`src/ppm_defs.vh`:
```
// Purpose: constants for the port pin mode mux
// Assumes: AXI4-Lite, 32-bit data, word-aligned registers
// Notes: offsets are byte addresses
`ifndef PPM_DEFS_VH
`define PPM_DEFS_VH
`define PPM_OFF_P0_OUT 8'h00
`define PPM_OFF_P0_DIR 8'h04
`define PPM_OFF_P0_PU 8'h08
`define PPM_OFF_P0_CTL 8'h0C
`define PPM_OFF_P0_IN 8'h10
`define PPM_OFF_P1_OUT 8'h14
`define PPM_OFF_P1_DIR 8'h18
`define PPM_OFF_P1_PU 8'h1C
`define PPM_OFF_P1_CTL 8'h20
`define PPM_OFF_P1_IN 8'h24
`define PPM_OFF_P2_CTL 8'h28
`define PPM_OFF_P2_IN 8'h2C
`define PPM_OFF_P3_OUT 8'h30
`define PPM_OFF_P3_DIR 8'h34
`define PPM_OFF_P3_PU 8'h38
`define PPM_OFF_P3_CTL 8'h3C
`define PPM_OFF_P3_IN 8'h40
`define PPM_OFF_P12 8'h44
`define PPM_OFF_P13_OUT 8'h48
`define PPM_OFF_EDGE_RISE 8'h4C
`define PPM_OFF_EDGE_FALL 8'h50
`define PPM_OFF_IRQ_STAT 8'h54
`define PPM_OFF_IRQ_MASK 8'h58
`define PPM_OFF_MEM_SIZE 8'h5C
`define PPM_MEM_SIZE_RST 8'hCF
`define PPM_DIR_RST 8'hFF
`define PPM_RESP_OKAY 2'b00
`define PPM_RESP_SLVERR 2'b10
`endif

```
`src/ppm_edge_det.v`:
```
// Purpose: programmable edge detector for one external interrupt input
// Assumes: input already synchronous to aclk
// Notes: one-cycle pulse on a selected edge
`timescale 1ns/100ps
module ppm_edge_det (
  // clock and reset
  input wire aclk,
  input wire aresetn,
  // control
  input wire enable,
  input wire rise_en,
  input wire fall_en,
  // signal
  input wire sig_in,
  output reg edge_pulse
);
  reg prev_r;
  always @(posedge aclk) begin
    if (!aresetn) begin
      prev_r <= 1'b0;
      edge_pulse <= 1'b0;
    end else begin
      prev_r <= sig_in;
      edge_pulse <= enable & ((rise_en & sig_in & ~prev_r) | (fall_en & ~sig_in & prev_r));
    end
  end
endmodule

```
`src/ppm_port_bit.v`:
```
// Purpose: one bidirectional pin: port or control mode, direction, pull-up
// Assumes: control-mode peripheral supplies its own drive and enable
// Notes: output enable high while the pin is driven
`timescale 1ns/100ps
module ppm_port_bit (
  // clock and reset
  input wire aclk,
  input wire aresetn,
  // configuration
  input wire ctl_mode,
  input wire dir_in,
  input wire pu_en,
  input wire latch_val,
  // peripheral side
  input wire alt_out,
  input wire alt_oe,
  // pin side
  input wire pin_i,
  output reg pin_o,
  output reg pin_oe,
  output reg pin_pu
);
  always @(posedge aclk) begin
    if (!aresetn) begin
      pin_o <= 1'b0;
      pin_oe <= 1'b0;
      pin_pu <= 1'b0;
    end else begin
      pin_o <= ctl_mode ? alt_out : latch_val;
      pin_oe <= ctl_mode ? alt_oe : ~dir_in;
      pin_pu <= pu_en & (ctl_mode ? ~alt_oe : dir_in);
    end
  end
endmodule

```
`src/ppm_top.v`:
```
// Purpose: general-purpose ports with per-pin port/control mode mux
// Assumes: pins synchronous to aclk; AXI4-Lite register access
// Notes: alternate functions are routed to peripheral-side ports
// Behaviour
// port 0: four pins, per-pin direction
// port 1: eight pins, per-pin direction
// port 3: four pins, per-pin direction
// port 12: one pin, selectable direction
// pull-up enable per bidirectional port bit
// port 2 input only, analog in control
// port 13 single output only pin
// port or control mode chosen per pin
// interrupt edge: rising, falling or both
// timer input one: count clock, both captures
// timer input two: capture A only
// port 1 carries serial and UART lines
// reset is active low
// programmer drives mode pins; ground normally
// memory size resets fixed, software rewrites
// control mode routes pins to peripherals
//
// The register offsets and the AXI4-Lite slave port are this design's own decisions.
`timescale 1ns/100ps
`include "ppm_defs.vh"
module ppm_top (
  // clock and reset
  input wire aclk,
  input wire aresetn,
  // axi write address
  input wire [7:0] s_axi_awaddr,
  input wire s_axi_awvalid,
  output reg s_axi_awready,
  // axi write data
  input wire [31:0] s_axi_wdata,
  input wire [3:0] s_axi_wstrb,
  input wire s_axi_wvalid,
  output reg s_axi_wready,
  // axi write response
  output reg [1:0] s_axi_bresp,
  output reg s_axi_bvalid,
  input wire s_axi_bready,
  // axi read address
  input wire [7:0] s_axi_araddr,
  input wire s_axi_arvalid,
  output reg s_axi_arready,
  // axi read data
  output reg [31:0] s_axi_rdata,
  output reg [1:0] s_axi_rresp,
  output reg s_axi_rvalid,
  input wire s_axi_rready,
  // port 0 pins
  input wire [3:0] port0_i,
  output wire [3:0] port0_o,
  output wire [3:0] port0_oe,
  output wire [3:0] port0_pu,
  // port 1 pins
  input wire [7:0] port1_i,
  output wire [7:0] port1_o,
  output wire [7:0] port1_oe,
  output wire [7:0] port1_pu,
  // port 2 pins
  input wire [3:0] port2_i,
  // port 3 pins
  input wire [3:0] port3_i,
  output wire [3:0] port3_o,
  output wire [3:0] port3_oe,
  output wire [3:0] port3_pu,
  // port 12 pin
  input wire port12_i,
  output wire port12_o,
  output wire port12_oe,
  output wire port12_pu,
  // port 13 pin
  output reg port13_o,
  // programming mode pins
  input wire prog_mode_pin_a,
  output reg prog_mode_active,
  // timer 16 side
  output reg timer16_count_capture_in,
  output reg timer16_capture_a_trig,
  output reg timer16_capture_b_trig,
  input wire timer16_out,
  // timer 8 and timer h side
  output reg timer8_count_in,
  input wire timer8_out,
  input wire timer_h_a_out,
  input wire timer_h_b_out,
  // clocked serial side
  output reg csi_serial_in,
  input wire csi_serial_out,
  output reg csi_serial_clock_in,
  input wire csi_serial_clock_out,
  input wire csi_serial_clock_oe,
  // uart side
  output reg uart_a_receive,
  input wire uart_a_transmit,
  input wire uart_a_select,
  output reg uart_b_receive,
  input wire uart_b_transmit,
  // analog side
  output reg [3:0] analog_inputs,
  // external interrupt events, memory size select and interrupt
  output reg [5:0] ext_irq_pulse,
  output reg [7:0] memory_size_select,
  output reg irq
);
  reg [3:0] p0_out_r, port0_direction, port0_pullup_enable, p0_ctl_r;
  reg [7:0] p1_out_r, port1_direction, port1_pullup_enable, p1_ctl_r;
  reg [3:0] p2_ctl_r;
  reg [3:0] p3_out_r, port3_direction, port3_pullup_enable, p3_ctl_r;
  reg p12_out_r, port12_direction, port12_pullup_enable, p12_ctl_r;
  reg [5:0] edge_rise_r, edge_fall_r, irq_stat_r, irq_mask_r;
  reg [7:0] aw_addr_r;
  reg [31:0] w_data_r;
  reg aw_have_r, w_have_r;
  reg [31:0] rd_nxt;
  reg rd_ok;
  reg p13_out_nxt_r;
  wire p13_out_nxt;
  wire [5:0] edge_ev;
  wire [5:0] irq_src;
  wire wr_go;
  wire rd_go;
  wire [7:0] p1_alt_o;
  wire [7:0] p1_alt_oe;
  wire [5:0] irq_ctl;
  genvar g;

  // alternate outputs of port 1: bit0 clock/uart a tx, 2 csi out, 3 uart b tx,
  // 5 timer h a, 6 timer h b, 7 timer 8; 6 and 7 drive only when set as output
  assign p1_alt_o = {timer8_out, timer_h_b_out, timer_h_a_out, 1'b0, uart_b_transmit,
                     csi_serial_out, 1'b0,
                     uart_a_select ? uart_a_transmit : csi_serial_clock_out};
  assign p1_alt_oe = {~port1_direction[7], ~port1_direction[6], 1'b1, 1'b0, 1'b1, 1'b1, 1'b0,
                      uart_a_select | csi_serial_clock_oe};

  generate
    for (g = 0; g < 4; g = g + 1) begin : gp0
      ppm_port_bit u_bit (
        .aclk(aclk), .aresetn(aresetn),
        .ctl_mode(p0_ctl_r[g]), .dir_in(port0_direction[g]),
        .pu_en(port0_pullup_enable[g]), .latch_val(p0_out_r[g]),
        .alt_out(timer16_out), .alt_oe((g == 1) & ~port0_direction[g]),
        .pin_i(port0_i[g]), .pin_o(port0_o[g]), .pin_oe(port0_oe[g]),
        .pin_pu(port0_pu[g])
      );
    end
    for (g = 0; g < 8; g = g + 1) begin : gp1
      ppm_port_bit u_bit (
        .aclk(aclk), .aresetn(aresetn),
        .ctl_mode(p1_ctl_r[g]), .dir_in(port1_direction[g]),
        .pu_en(port1_pullup_enable[g]), .latch_val(p1_out_r[g]),
        .alt_out(p1_alt_o[g]), .alt_oe(p1_alt_oe[g]),
        .pin_i(port1_i[g]), .pin_o(port1_o[g]), .pin_oe(port1_oe[g]),
        .pin_pu(port1_pu[g])
      );
    end
    for (g = 0; g < 4; g = g + 1) begin : gp3
      ppm_port_bit u_bit (
        .aclk(aclk), .aresetn(aresetn),
        .ctl_mode(p3_ctl_r[g]), .dir_in(port3_direction[g]),
        .pu_en(port3_pullup_enable[g]), .latch_val(p3_out_r[g]),
        .alt_out(1'b0), .alt_oe(1'b0),
        .pin_i(port3_i[g]), .pin_o(port3_o[g]), .pin_oe(port3_oe[g]),
        .pin_pu(port3_pu[g])
      );
    end
  endgenerate

  ppm_port_bit u_p12 (
    .aclk(aclk), .aresetn(aresetn),
    .ctl_mode(p12_ctl_r), .dir_in(port12_direction),
    .pu_en(port12_pullup_enable), .latch_val(p12_out_r),
    .alt_out(1'b0), .alt_oe(1'b0),
    .pin_i(port12_i), .pin_o(port12_o), .pin_oe(port12_oe),
    .pin_pu(port12_pu)
  );

  // interrupt sources: 0 port12, 1..4 port3, 5 port1 bit6
  assign irq_src = {port1_i[6], port3_i, port12_i};
  assign irq_ctl = {p1_ctl_r[6], p3_ctl_r, p12_ctl_r};
  generate
    for (g = 0; g < 6; g = g + 1) begin : gedge
      ppm_edge_det u_edge (
        .aclk(aclk), .aresetn(aresetn),
        .enable(irq_ctl[g]), .rise_en(edge_rise_r[g]), .fall_en(edge_fall_r[g]),
        .sig_in(irq_src[g]), .edge_pulse(edge_ev[g])
      );
    end
  endgenerate

  // peripheral inputs, valid only when the pin is in control mode
  always @(posedge aclk) begin
    if (!aresetn) begin
      timer16_count_capture_in <= 1'b0;
      timer16_capture_a_trig <= 1'b0;
      timer16_capture_b_trig <= 1'b0;
      timer8_count_in <= 1'b0;
      csi_serial_in <= 1'b0;
      csi_serial_clock_in <= 1'b0;
      uart_a_receive <= 1'b1;
      uart_b_receive <= 1'b1;
      analog_inputs <= 4'h0;
      ext_irq_pulse <= 6'h00;
      prog_mode_active <= 1'b0;
      port13_o <= 1'b0;
    end else begin
      timer16_count_capture_in <= p0_ctl_r[0] & port0_i[0];
      timer16_capture_b_trig <= p0_ctl_r[0] & port0_i[0];
      timer16_capture_a_trig <= (p0_ctl_r[0] & port0_i[0]) |
                                (p0_ctl_r[1] & port0_i[1]);
      timer8_count_in <= p1_ctl_r[7] & port1_i[7];
      csi_serial_in <= p1_ctl_r[1] & port1_i[1];
      csi_serial_clock_in <= p1_ctl_r[0] & port1_i[0];
      uart_a_receive <= ~p1_ctl_r[1] | port1_i[1];
      uart_b_receive <= ~p1_ctl_r[4] | port1_i[4];
      analog_inputs <= p2_ctl_r & port2_i;
      ext_irq_pulse <= edge_ev;
      prog_mode_active <= prog_mode_pin_a;
      port13_o <= p13_out_nxt;
    end
  end

  assign p13_out_nxt = p13_out_nxt_r;

  // axi write path: address and data accepted in either order
  assign wr_go = aw_have_r & w_have_r & ~s_axi_bvalid;
  assign rd_go = s_axi_arvalid & s_axi_arready;

  always @(posedge aclk) begin
    if (!aresetn) begin
      s_axi_awready <= 1'b1;
      s_axi_wready <= 1'b1;
      s_axi_bvalid <= 1'b0;
      s_axi_bresp <= `PPM_RESP_OKAY;
      aw_have_r <= 1'b0;
      w_have_r <= 1'b0;
      aw_addr_r <= 8'h00;
      w_data_r <= 32'h0000_0000;
      p0_out_r <= 4'h0; port0_direction <= 4'hF; port0_pullup_enable <= 4'h0; p0_ctl_r <= 4'h0;
      p1_out_r <= 8'h00; port1_direction <= `PPM_DIR_RST; port1_pullup_enable <= 8'h00;
      p1_ctl_r <= 8'h00;
      p2_ctl_r <= 4'h0;
      p3_out_r <= 4'h0; port3_direction <= 4'hF; port3_pullup_enable <= 4'h0; p3_ctl_r <= 4'h0;
      p12_out_r <= 1'b0; port12_direction <= 1'b1; port12_pullup_enable <= 1'b0;
      p12_ctl_r <= 1'b0;
      p13_out_nxt_r <= 1'b0;
      edge_rise_r <= 6'h00;
      edge_fall_r <= 6'h00;
      irq_mask_r <= 6'h00;
      memory_size_select <= `PPM_MEM_SIZE_RST;
    end else begin
      if (s_axi_awvalid & s_axi_awready) begin
        aw_addr_r <= s_axi_awaddr;
        aw_have_r <= 1'b1;
        s_axi_awready <= 1'b0;
      end
      if (s_axi_wvalid & s_axi_wready) begin
        w_data_r <= s_axi_wdata;
        w_have_r <= 1'b1;
        s_axi_wready <= 1'b0;
      end
      if (s_axi_bvalid & s_axi_bready) begin
        s_axi_bvalid <= 1'b0;
        s_axi_awready <= 1'b1;
        s_axi_wready <= 1'b1;
      end
      if (wr_go) begin
        aw_have_r <= 1'b0;
        w_have_r <= 1'b0;
        s_axi_bvalid <= 1'b1;
        s_axi_bresp <= `PPM_RESP_OKAY;
        case (aw_addr_r)
          `PPM_OFF_P0_OUT: p0_out_r <= w_data_r[3:0];
          `PPM_OFF_P0_DIR: port0_direction <= w_data_r[3:0];
          `PPM_OFF_P0_PU: port0_pullup_enable <= w_data_r[3:0];
          `PPM_OFF_P0_CTL: p0_ctl_r <= w_data_r[3:0];
          `PPM_OFF_P1_OUT: p1_out_r <= w_data_r[7:0];
          `PPM_OFF_P1_DIR: port1_direction <= w_data_r[7:0];
          `PPM_OFF_P1_PU: port1_pullup_enable <= w_data_r[7:0];
          `PPM_OFF_P1_CTL: p1_ctl_r <= w_data_r[7:0];
          `PPM_OFF_P2_CTL: p2_ctl_r <= w_data_r[3:0];
          `PPM_OFF_P3_OUT: p3_out_r <= w_data_r[3:0];
          `PPM_OFF_P3_DIR: port3_direction <= w_data_r[3:0];
          `PPM_OFF_P3_PU: port3_pullup_enable <= w_data_r[3:0];
          `PPM_OFF_P3_CTL: p3_ctl_r <= w_data_r[3:0];
          `PPM_OFF_P12: begin
            p12_out_r <= w_data_r[0];
            port12_direction <= w_data_r[1];
            port12_pullup_enable <= w_data_r[2];
            p12_ctl_r <= w_data_r[3];
          end
          `PPM_OFF_P13_OUT: p13_out_nxt_r <= w_data_r[0];
          `PPM_OFF_EDGE_RISE: edge_rise_r <= w_data_r[5:0];
          `PPM_OFF_EDGE_FALL: edge_fall_r <= w_data_r[5:0];
          `PPM_OFF_IRQ_MASK: irq_mask_r <= w_data_r[5:0];
          `PPM_OFF_MEM_SIZE: memory_size_select <= w_data_r[7:0];
          `PPM_OFF_P0_IN, `PPM_OFF_P1_IN, `PPM_OFF_P2_IN, `PPM_OFF_P3_IN,
          `PPM_OFF_IRQ_STAT: s_axi_bresp <= `PPM_RESP_OKAY;
          default: s_axi_bresp <= `PPM_RESP_SLVERR;
        endcase
      end
    end
  end

  // read decode; port read path shows 0 for pins in control mode
  always @* begin
    rd_ok = 1'b1;
    rd_nxt = 32'h0000_0000;
    case (s_axi_araddr)
      `PPM_OFF_P0_OUT: rd_nxt[3:0] = p0_out_r;
      `PPM_OFF_P0_DIR: rd_nxt[3:0] = port0_direction;
      `PPM_OFF_P0_PU: rd_nxt[3:0] = port0_pullup_enable;
      `PPM_OFF_P0_CTL: rd_nxt[3:0] = p0_ctl_r;
      `PPM_OFF_P0_IN: rd_nxt[3:0] = port0_i & ~p0_ctl_r;
      `PPM_OFF_P1_OUT: rd_nxt[7:0] = p1_out_r;
      `PPM_OFF_P1_DIR: rd_nxt[7:0] = port1_direction;
      `PPM_OFF_P1_PU: rd_nxt[7:0] = port1_pullup_enable;
      `PPM_OFF_P1_CTL: rd_nxt[7:0] = p1_ctl_r;
      `PPM_OFF_P1_IN: rd_nxt[7:0] = port1_i & ~p1_ctl_r;
      `PPM_OFF_P2_CTL: rd_nxt[3:0] = p2_ctl_r;
      `PPM_OFF_P2_IN: rd_nxt[3:0] = port2_i & ~p2_ctl_r;
      `PPM_OFF_P3_OUT: rd_nxt[3:0] = p3_out_r;
      `PPM_OFF_P3_DIR: rd_nxt[3:0] = port3_direction;
      `PPM_OFF_P3_PU: rd_nxt[3:0] = port3_pullup_enable;
      `PPM_OFF_P3_CTL: rd_nxt[3:0] = p3_ctl_r;
      `PPM_OFF_P3_IN: rd_nxt[3:0] = port3_i & ~p3_ctl_r;
      `PPM_OFF_P12: rd_nxt[4:0] = {port12_i & ~p12_ctl_r, p12_ctl_r,
                                   port12_pullup_enable, port12_direction, p12_out_r};
      `PPM_OFF_P13_OUT: rd_nxt[0] = p13_out_nxt_r;
      `PPM_OFF_EDGE_RISE: rd_nxt[5:0] = edge_rise_r;
      `PPM_OFF_EDGE_FALL: rd_nxt[5:0] = edge_fall_r;
      `PPM_OFF_IRQ_STAT: rd_nxt[5:0] = irq_stat_r;
      `PPM_OFF_IRQ_MASK: rd_nxt[5:0] = irq_mask_r;
      `PPM_OFF_MEM_SIZE: rd_nxt[7:0] = memory_size_select;
      default: rd_ok = 1'b0;
    endcase
  end

  // read channel, sticky status cleared by read, new event wins
  always @(posedge aclk) begin
    if (!aresetn) begin
      s_axi_arready <= 1'b1;
      s_axi_rvalid <= 1'b0;
      s_axi_rdata <= 32'h0000_0000;
      s_axi_rresp <= `PPM_RESP_OKAY;
      irq_stat_r <= 6'h00;
      irq <= 1'b0;
    end else begin
      if (rd_go) begin
        s_axi_arready <= 1'b0;
        s_axi_rvalid <= 1'b1;
        s_axi_rdata <= rd_nxt;
        s_axi_rresp <= rd_ok ? `PPM_RESP_OKAY : `PPM_RESP_SLVERR;
      end else if (s_axi_rvalid & s_axi_rready) begin
        s_axi_rvalid <= 1'b0;
        s_axi_arready <= 1'b1;
      end
      if (rd_go && s_axi_araddr == `PPM_OFF_IRQ_STAT)
        irq_stat_r <= edge_ev;
      else
        irq_stat_r <= irq_stat_r | edge_ev;
      irq <= |(irq_stat_r & irq_mask_r);
    end
  end
endmodule

```
`config.mk`:
```
export PLATFORM = sky130hd
export DESIGN_NAME = ppm_top
export DESIGN_NICKNAME = d
export VERILOG_FILES = /design/src/ppm_edge_det.v /design/src/ppm_port_bit.v /design/src/ppm_top.v
export VERILOG_INCLUDE_DIRS = /design/src
export SDC_FILE = /design/constraint.sdc
export NUM_CORES = 1
export LEC_CHECK = 0
export BUFFER_PORTS_ARGS = -buffer_cell sky130_fd_sc_hd__buf_2
export CAP_MARGIN = 40
export CORE_MARGIN = 5
export CORE_UTILIZATION = 45
export CTS_BUF_LIST = sky130_fd_sc_hd__clkbuf_2
export DETAILED_ROUTE_END_ITERATION = 8
export MAX_ROUTING_LAYER = met4
export PLACE_DENSITY = 0.64
export SLEW_MARGIN = 20
export SYNTH_ARGS = -nofsm -noshare
export SYNTH_HDL_FRONTEND = slang
export SYNTH_SLANG_ARGS = --single-unit
```
`constraint.sdc`:
```
create_clock -name aclk -period 1.94 [get_ports aclk]
set_clock_uncertainty 0.1 [all_clocks]
set_input_delay 0.194 -clock aclk [delete_from_list [all_inputs] [get_ports aclk]]
set_output_delay 0.194 -clock aclk [all_outputs]
set_load 0.01 [all_outputs]
```
==> impl_summary.log <==
INFO  metric worst-r2r-cell-count = 4
INFO  metric drive_gt1_share = 25.2%
INFO  metric reg2reg_setup_slack = 80 ps
INFO  metric num-fill-cells = 1,982
INFO  metric global_route.overflow_total = 0
INFO  metric starting_utilization_of_the_core_area = 45.6%
INFO  metric drt_pass1_iterations = 6
INFO  metric clock_tree.htree_level_count = 2
INFO  metric holdCritStartpoint = s_axi_bready
INFO  metric synth_adder_area_share = 0%
INFO  metric detailed_placement_wirelength_estimate = 23,700 um
INFO  metric maximum_number_of_pins_on_one_net_before_global_route_repair = 48
INFO  metric hold_viol_final = 0
INFO  metric die_width = 156 um
INFO  metric tritoncts.num_buffers = 56
INFO  metric yosys.area_share.simple = 22.3%
INFO  metric critical_path.slowest_cell = sky130_fd_sc_hd__dlygate4sd3_1
INFO  metric drt_drc_violations_left = 0
INFO  metric synth_compound_area_share = 14.4%
INFO  metric ys.flop_type = sky130_fd_sc_hd__dfxtp_1
INFO  metric cp-startpoint = s_axi_araddr[7]
INFO  metric place.port_buffers = 157
INFO  metric gp_routability_congestion = 0.988
INFO  metric detail-route-antenna-nets = 0
INFO  metric synth-xor-area-share = 0%
INFO  metric synth_sequential_area_ratio = 46.3%
INFO  metric cts.path.max_buffers = 3
INFO  metric clkSinkCount = 221
INFO  metric number_of_antenna_violations_at_the_first_check_in_global_routing = 1
INFO  metric crit_arrival = 2550 ps
INFO  metric timing.critical_path.cells = dlygate4sd3_1 > buf_2 > nor4b_4 > dlygate4sd3_1 > buf_4 > a32oi_1 > nor2_1 > nor4_1 > a41oi_1
INFO  metric slew-limit-headroom = 48.0%
INFO  metric worst_setup_path_end_kind = flop
INFO  metric multi_input_area = 4290 um^2
INFO  metric detail_route.wl_per_cell = 19.8 um
INFO  metric critical-path-top-cell-by-count = sky130_fd_sc_hd__dlygate4sd3_1
INFO  metric initialDrtViolationCount = 701
INFO  metric max_freq = 0.506 GHz
INFO  metric total_power = 8.74 mW
INFO  metric fp.dieH = 156 um
INFO  metric clockRootBuffer = sky130_fd_sc_hd__clkbuf_2
INFO  metric min_delay_path_depth = 4
INFO  metric failed_checks = setup timing
INFO  metric io_pins = 212
INFO  metric crit_path_start_kind = input port
INFO  metric final_cell_count_no_fill = 1,694
INFO  metric tritoncts = built
INFO  metric grt_first_pass_wirelength = 50,700 um
INFO  metric yosys-mux-area-fraction = 6.89%
INFO  metric final_min_period_over_clock_period = 102%
INFO  metric worst_ep_required_time = 2510 ps
INFO  metric design.final.nets = 1,460
INFO  metric clkTransAtPathRegs = 120 ps
INFO  metric finalMaxSlewViolations = 0
INFO  metric synth_area = 9550 um^2
INFO  metric slowest_delay = 600 ps
INFO  metric yosys.cell_types.count = 64
INFO  metric worst_hold_path_type = input port to flop
INFO  metric regToRegEndpoint = s_axi_rresp[1]
INFO  metric vias = 9,109
INFO  metric wirelength = 33,500 um
INFO  metric number_of_enable_flip_flop_cells_after_synthesis = 0
INFO  metric postSynthAreaPerCell = 8.73 um^2
INFO  metric p_per_area = 717 nW/um^2
INFO  metric worstSkewPairLatency = 810 ps
INFO  metric rows = 53
INFO  metric grtUsageTotal = 27.7%
INFO  metric dominant_combinational_cell_family_by_area_after_synthesis = simple AND/OR/NAND/NOR gates
INFO  metric post_drt_via_cell_ratio = 5.38
INFO  metric ff_latch_area = 4430 um^2
INFO  metric max_cap_viol_count = 0
INFO  metric critPathKind = input port to flop
INFO  metric synth_async_sr_flop_share = 0%
INFO  metric power.leakage = 5.36 nW
INFO  metric placed_cells = 1,478
INFO  metric fin_ws = -37.2 ps
INFO  metric first_global_vias = 8,852
INFO  metric post_synth_inst_count = 1,094
INFO  metric placeable_core_area = 21,000 um^2
INFO  metric cp_max_fanout = 7
INFO  metric finalSetupViolCount = 1
INFO  metric reg2reg_launch_point = s_axi_arready
INFO  metric area_growth_syn_to_layout = 27.8%
INFO  metric result_of_the_run = finished, violations left
INFO  metric worstHoldEndpoint = s_axi_bvalid
INFO  metric max-vdd-ir-drop = 443 uV
INFO  metric worstMarginPinSlew = 760 ps
INFO  metric yosys_register_bits = 221
INFO  metric final.min_clock_period = 1980 ps
INFO  metric die_area = 24,200 um^2
INFO  metric yosysWarnings = 0
## cell usage after synthesis (all sizes together), types with 2 or more instances
cell	n	area (um^2)
and4	3	26.3
and2	17	106
a32oi	7	61.3
a22oi	14	105
inv	17	63.8
nor3b	4	30.0
a311oi	3	26.3
a211oi	2	15.0
nand3	85	425
nor3	22	110
nor4b	5	101
o22ai	3	18.8
nor2b	3	18.8
and4bb	3	37.5
nand2b	6	37.5
and4b	2	20.0
nand2	132	500
a31o	2	17.5
a221oi	2	17.5
buf	102	723
nand3b	15	113
nor2	81	314
or4	2	15.0
a2111oi	2	23.8
nand4	4	25.0
o21ai	61	305
a21o	7	52.6
dfxtp	221	4420
a21oi	95	475
mux2	14	158
mux2i	50	500
a31oi	12	75.1
clkbuf	43	161
nor4	5	46.3
o211a	10	100
and3	20	125
nand4bb	3	38.8
## layer usage
metal	share of wire [%]	GRT usage, %
met5	0	-
met2	45	42.0
met4	3.2	10.3
met3	7.0	4.97
met1	45	37.3
## worst max path at each step
stage | endpoint | slack, ps
after CTS | w_data_r[1] | 10
final | s_axi_rdata[0] | -40
after global placement | s_axi_rresp[1] | -120
after detailed placement | s_axi_rresp[1] | -40
after global routing | w_data_r[1] | -2
after floorplan | p1_ctl_r[0] | 220
## critical path: cells and delay by family
| family | cells | cell delay (ps) |
|---|---|---|
| buffers and inverters | 4 | 1540 |
| AND/OR/NAND/NOR | 3 | 450 |
| AO/OA/AOI/OAI | 2 | 360 |
## repair_timing
| item | CTS | global route |
|---|---|---|
| setup buffers | 0 | 5 |
| setup endpoints to repair | 2 | 20 |
| hold endpoints to repair | 215 | 0 |
| resized for setup | 2 | 11 |
| hold buffers | 103 | 0 |
## per-stage QoR
stage | util (%) | TNS (ps) | setup slack, ps | area (um^2) | hold slack [ps]
after floorplan | - | 0 | 216 | 9640 | 200
after global placement | 50.3 | -124 | -124 | 10500 | 304
after detailed placement | 50.3 | -43.1 | -43.1 | 10500 | 305
after CTS | 57.8 | 0 | 14.5 | 12100 | 11.6
after global routing | 58.2 | -2.09 | -2.09 | 12200 | 33.1
final | 58.2 | -37.2 | -37.2 | 12200 | 92.2
## state kept, by name, summed over array words and instances (netlist names), 8 cells and up
name,flops
memory_size_select,8
gp1.u_bit.pin_oe,8
w_data_r,8
port1_pullup_enable,8
gp1.u_bit.pin_pu,8
p1_ctl_r,8
p1_out_r,8
gp1.u_bit.pin_o,8
port1_direction,8
s_axi_rdata,8
aw_addr_r,8
## where the power goes
part	total, mW	internal, mW	switching [mW]	leakage (nW)
logic	0.846	0.372	0.473	3.18
registers	4.64	4.58	0.0605	1.79
clock network	3.25	1.33	1.92	0.394
total	8.74	6.29	2.45	5.36
## placed cells by master, fill, tap and decap left out, types with 12 or more instances in the layout
cell type	n
sky130_fd_sc_hd__nor3_1	22
sky130_fd_sc_hd__clkinv_1	25
sky130_fd_sc_hd__a22oi_1	14
sky130_fd_sc_hd__nor2_1	79
sky130_fd_sc_hd__mux2i_1	50
sky130_fd_sc_hd__o21ai_0	61
sky130_fd_sc_hd__mux2_2	14
sky130_fd_sc_hd__and2_1	16
sky130_fd_sc_hd__conb_1	26
sky130_fd_sc_hd__a31oi_1	12
sky130_fd_sc_hd__nand2_1	129
sky130_fd_sc_hd__dlygate4sd3_1	102
sky130_fd_sc_hd__buf_2	156
sky130_fd_sc_hd__and3_1	20
sky130_fd_sc_hd__a21oi_1	94
sky130_fd_sc_hd__clkbuf_2	75
sky130_fd_sc_hd__buf_4	68
sky130_fd_sc_hd__nand3_1	85
sky130_fd_sc_hd__inv_1	16
sky130_fd_sc_hd__dfxtp_1	219
sky130_fd_sc_hd__nand3b_1	15
## final cells by class
cell class / instances / area share, %
Antenna cell: 2 / 0.0410
Clock buffer: 74 / 3.04
Clock inverter: 32 / 1.47
Inverter: 17 / 0.544
Multi-Input combinational cell: 735 / 35.1
Sequential cell: 221 / 36.3
Tap cell: 275 / 2.82
Timing Repair Buffer: 338 / 20.6
## kinds of logic (layout without fill, tap and decap cells)
kind of cell | after synthesis | in the layout
flip-flops | 221 | 221
AND/OR/NAND/NOR | 416 | 416
other | 1 | 28
multiplexers | 64 | 64
AO/OA/AOI/OAI | 229 | 229
buffers and inverters | 163 | 461
Note: power is estimated with default switching activity, not from simulation.
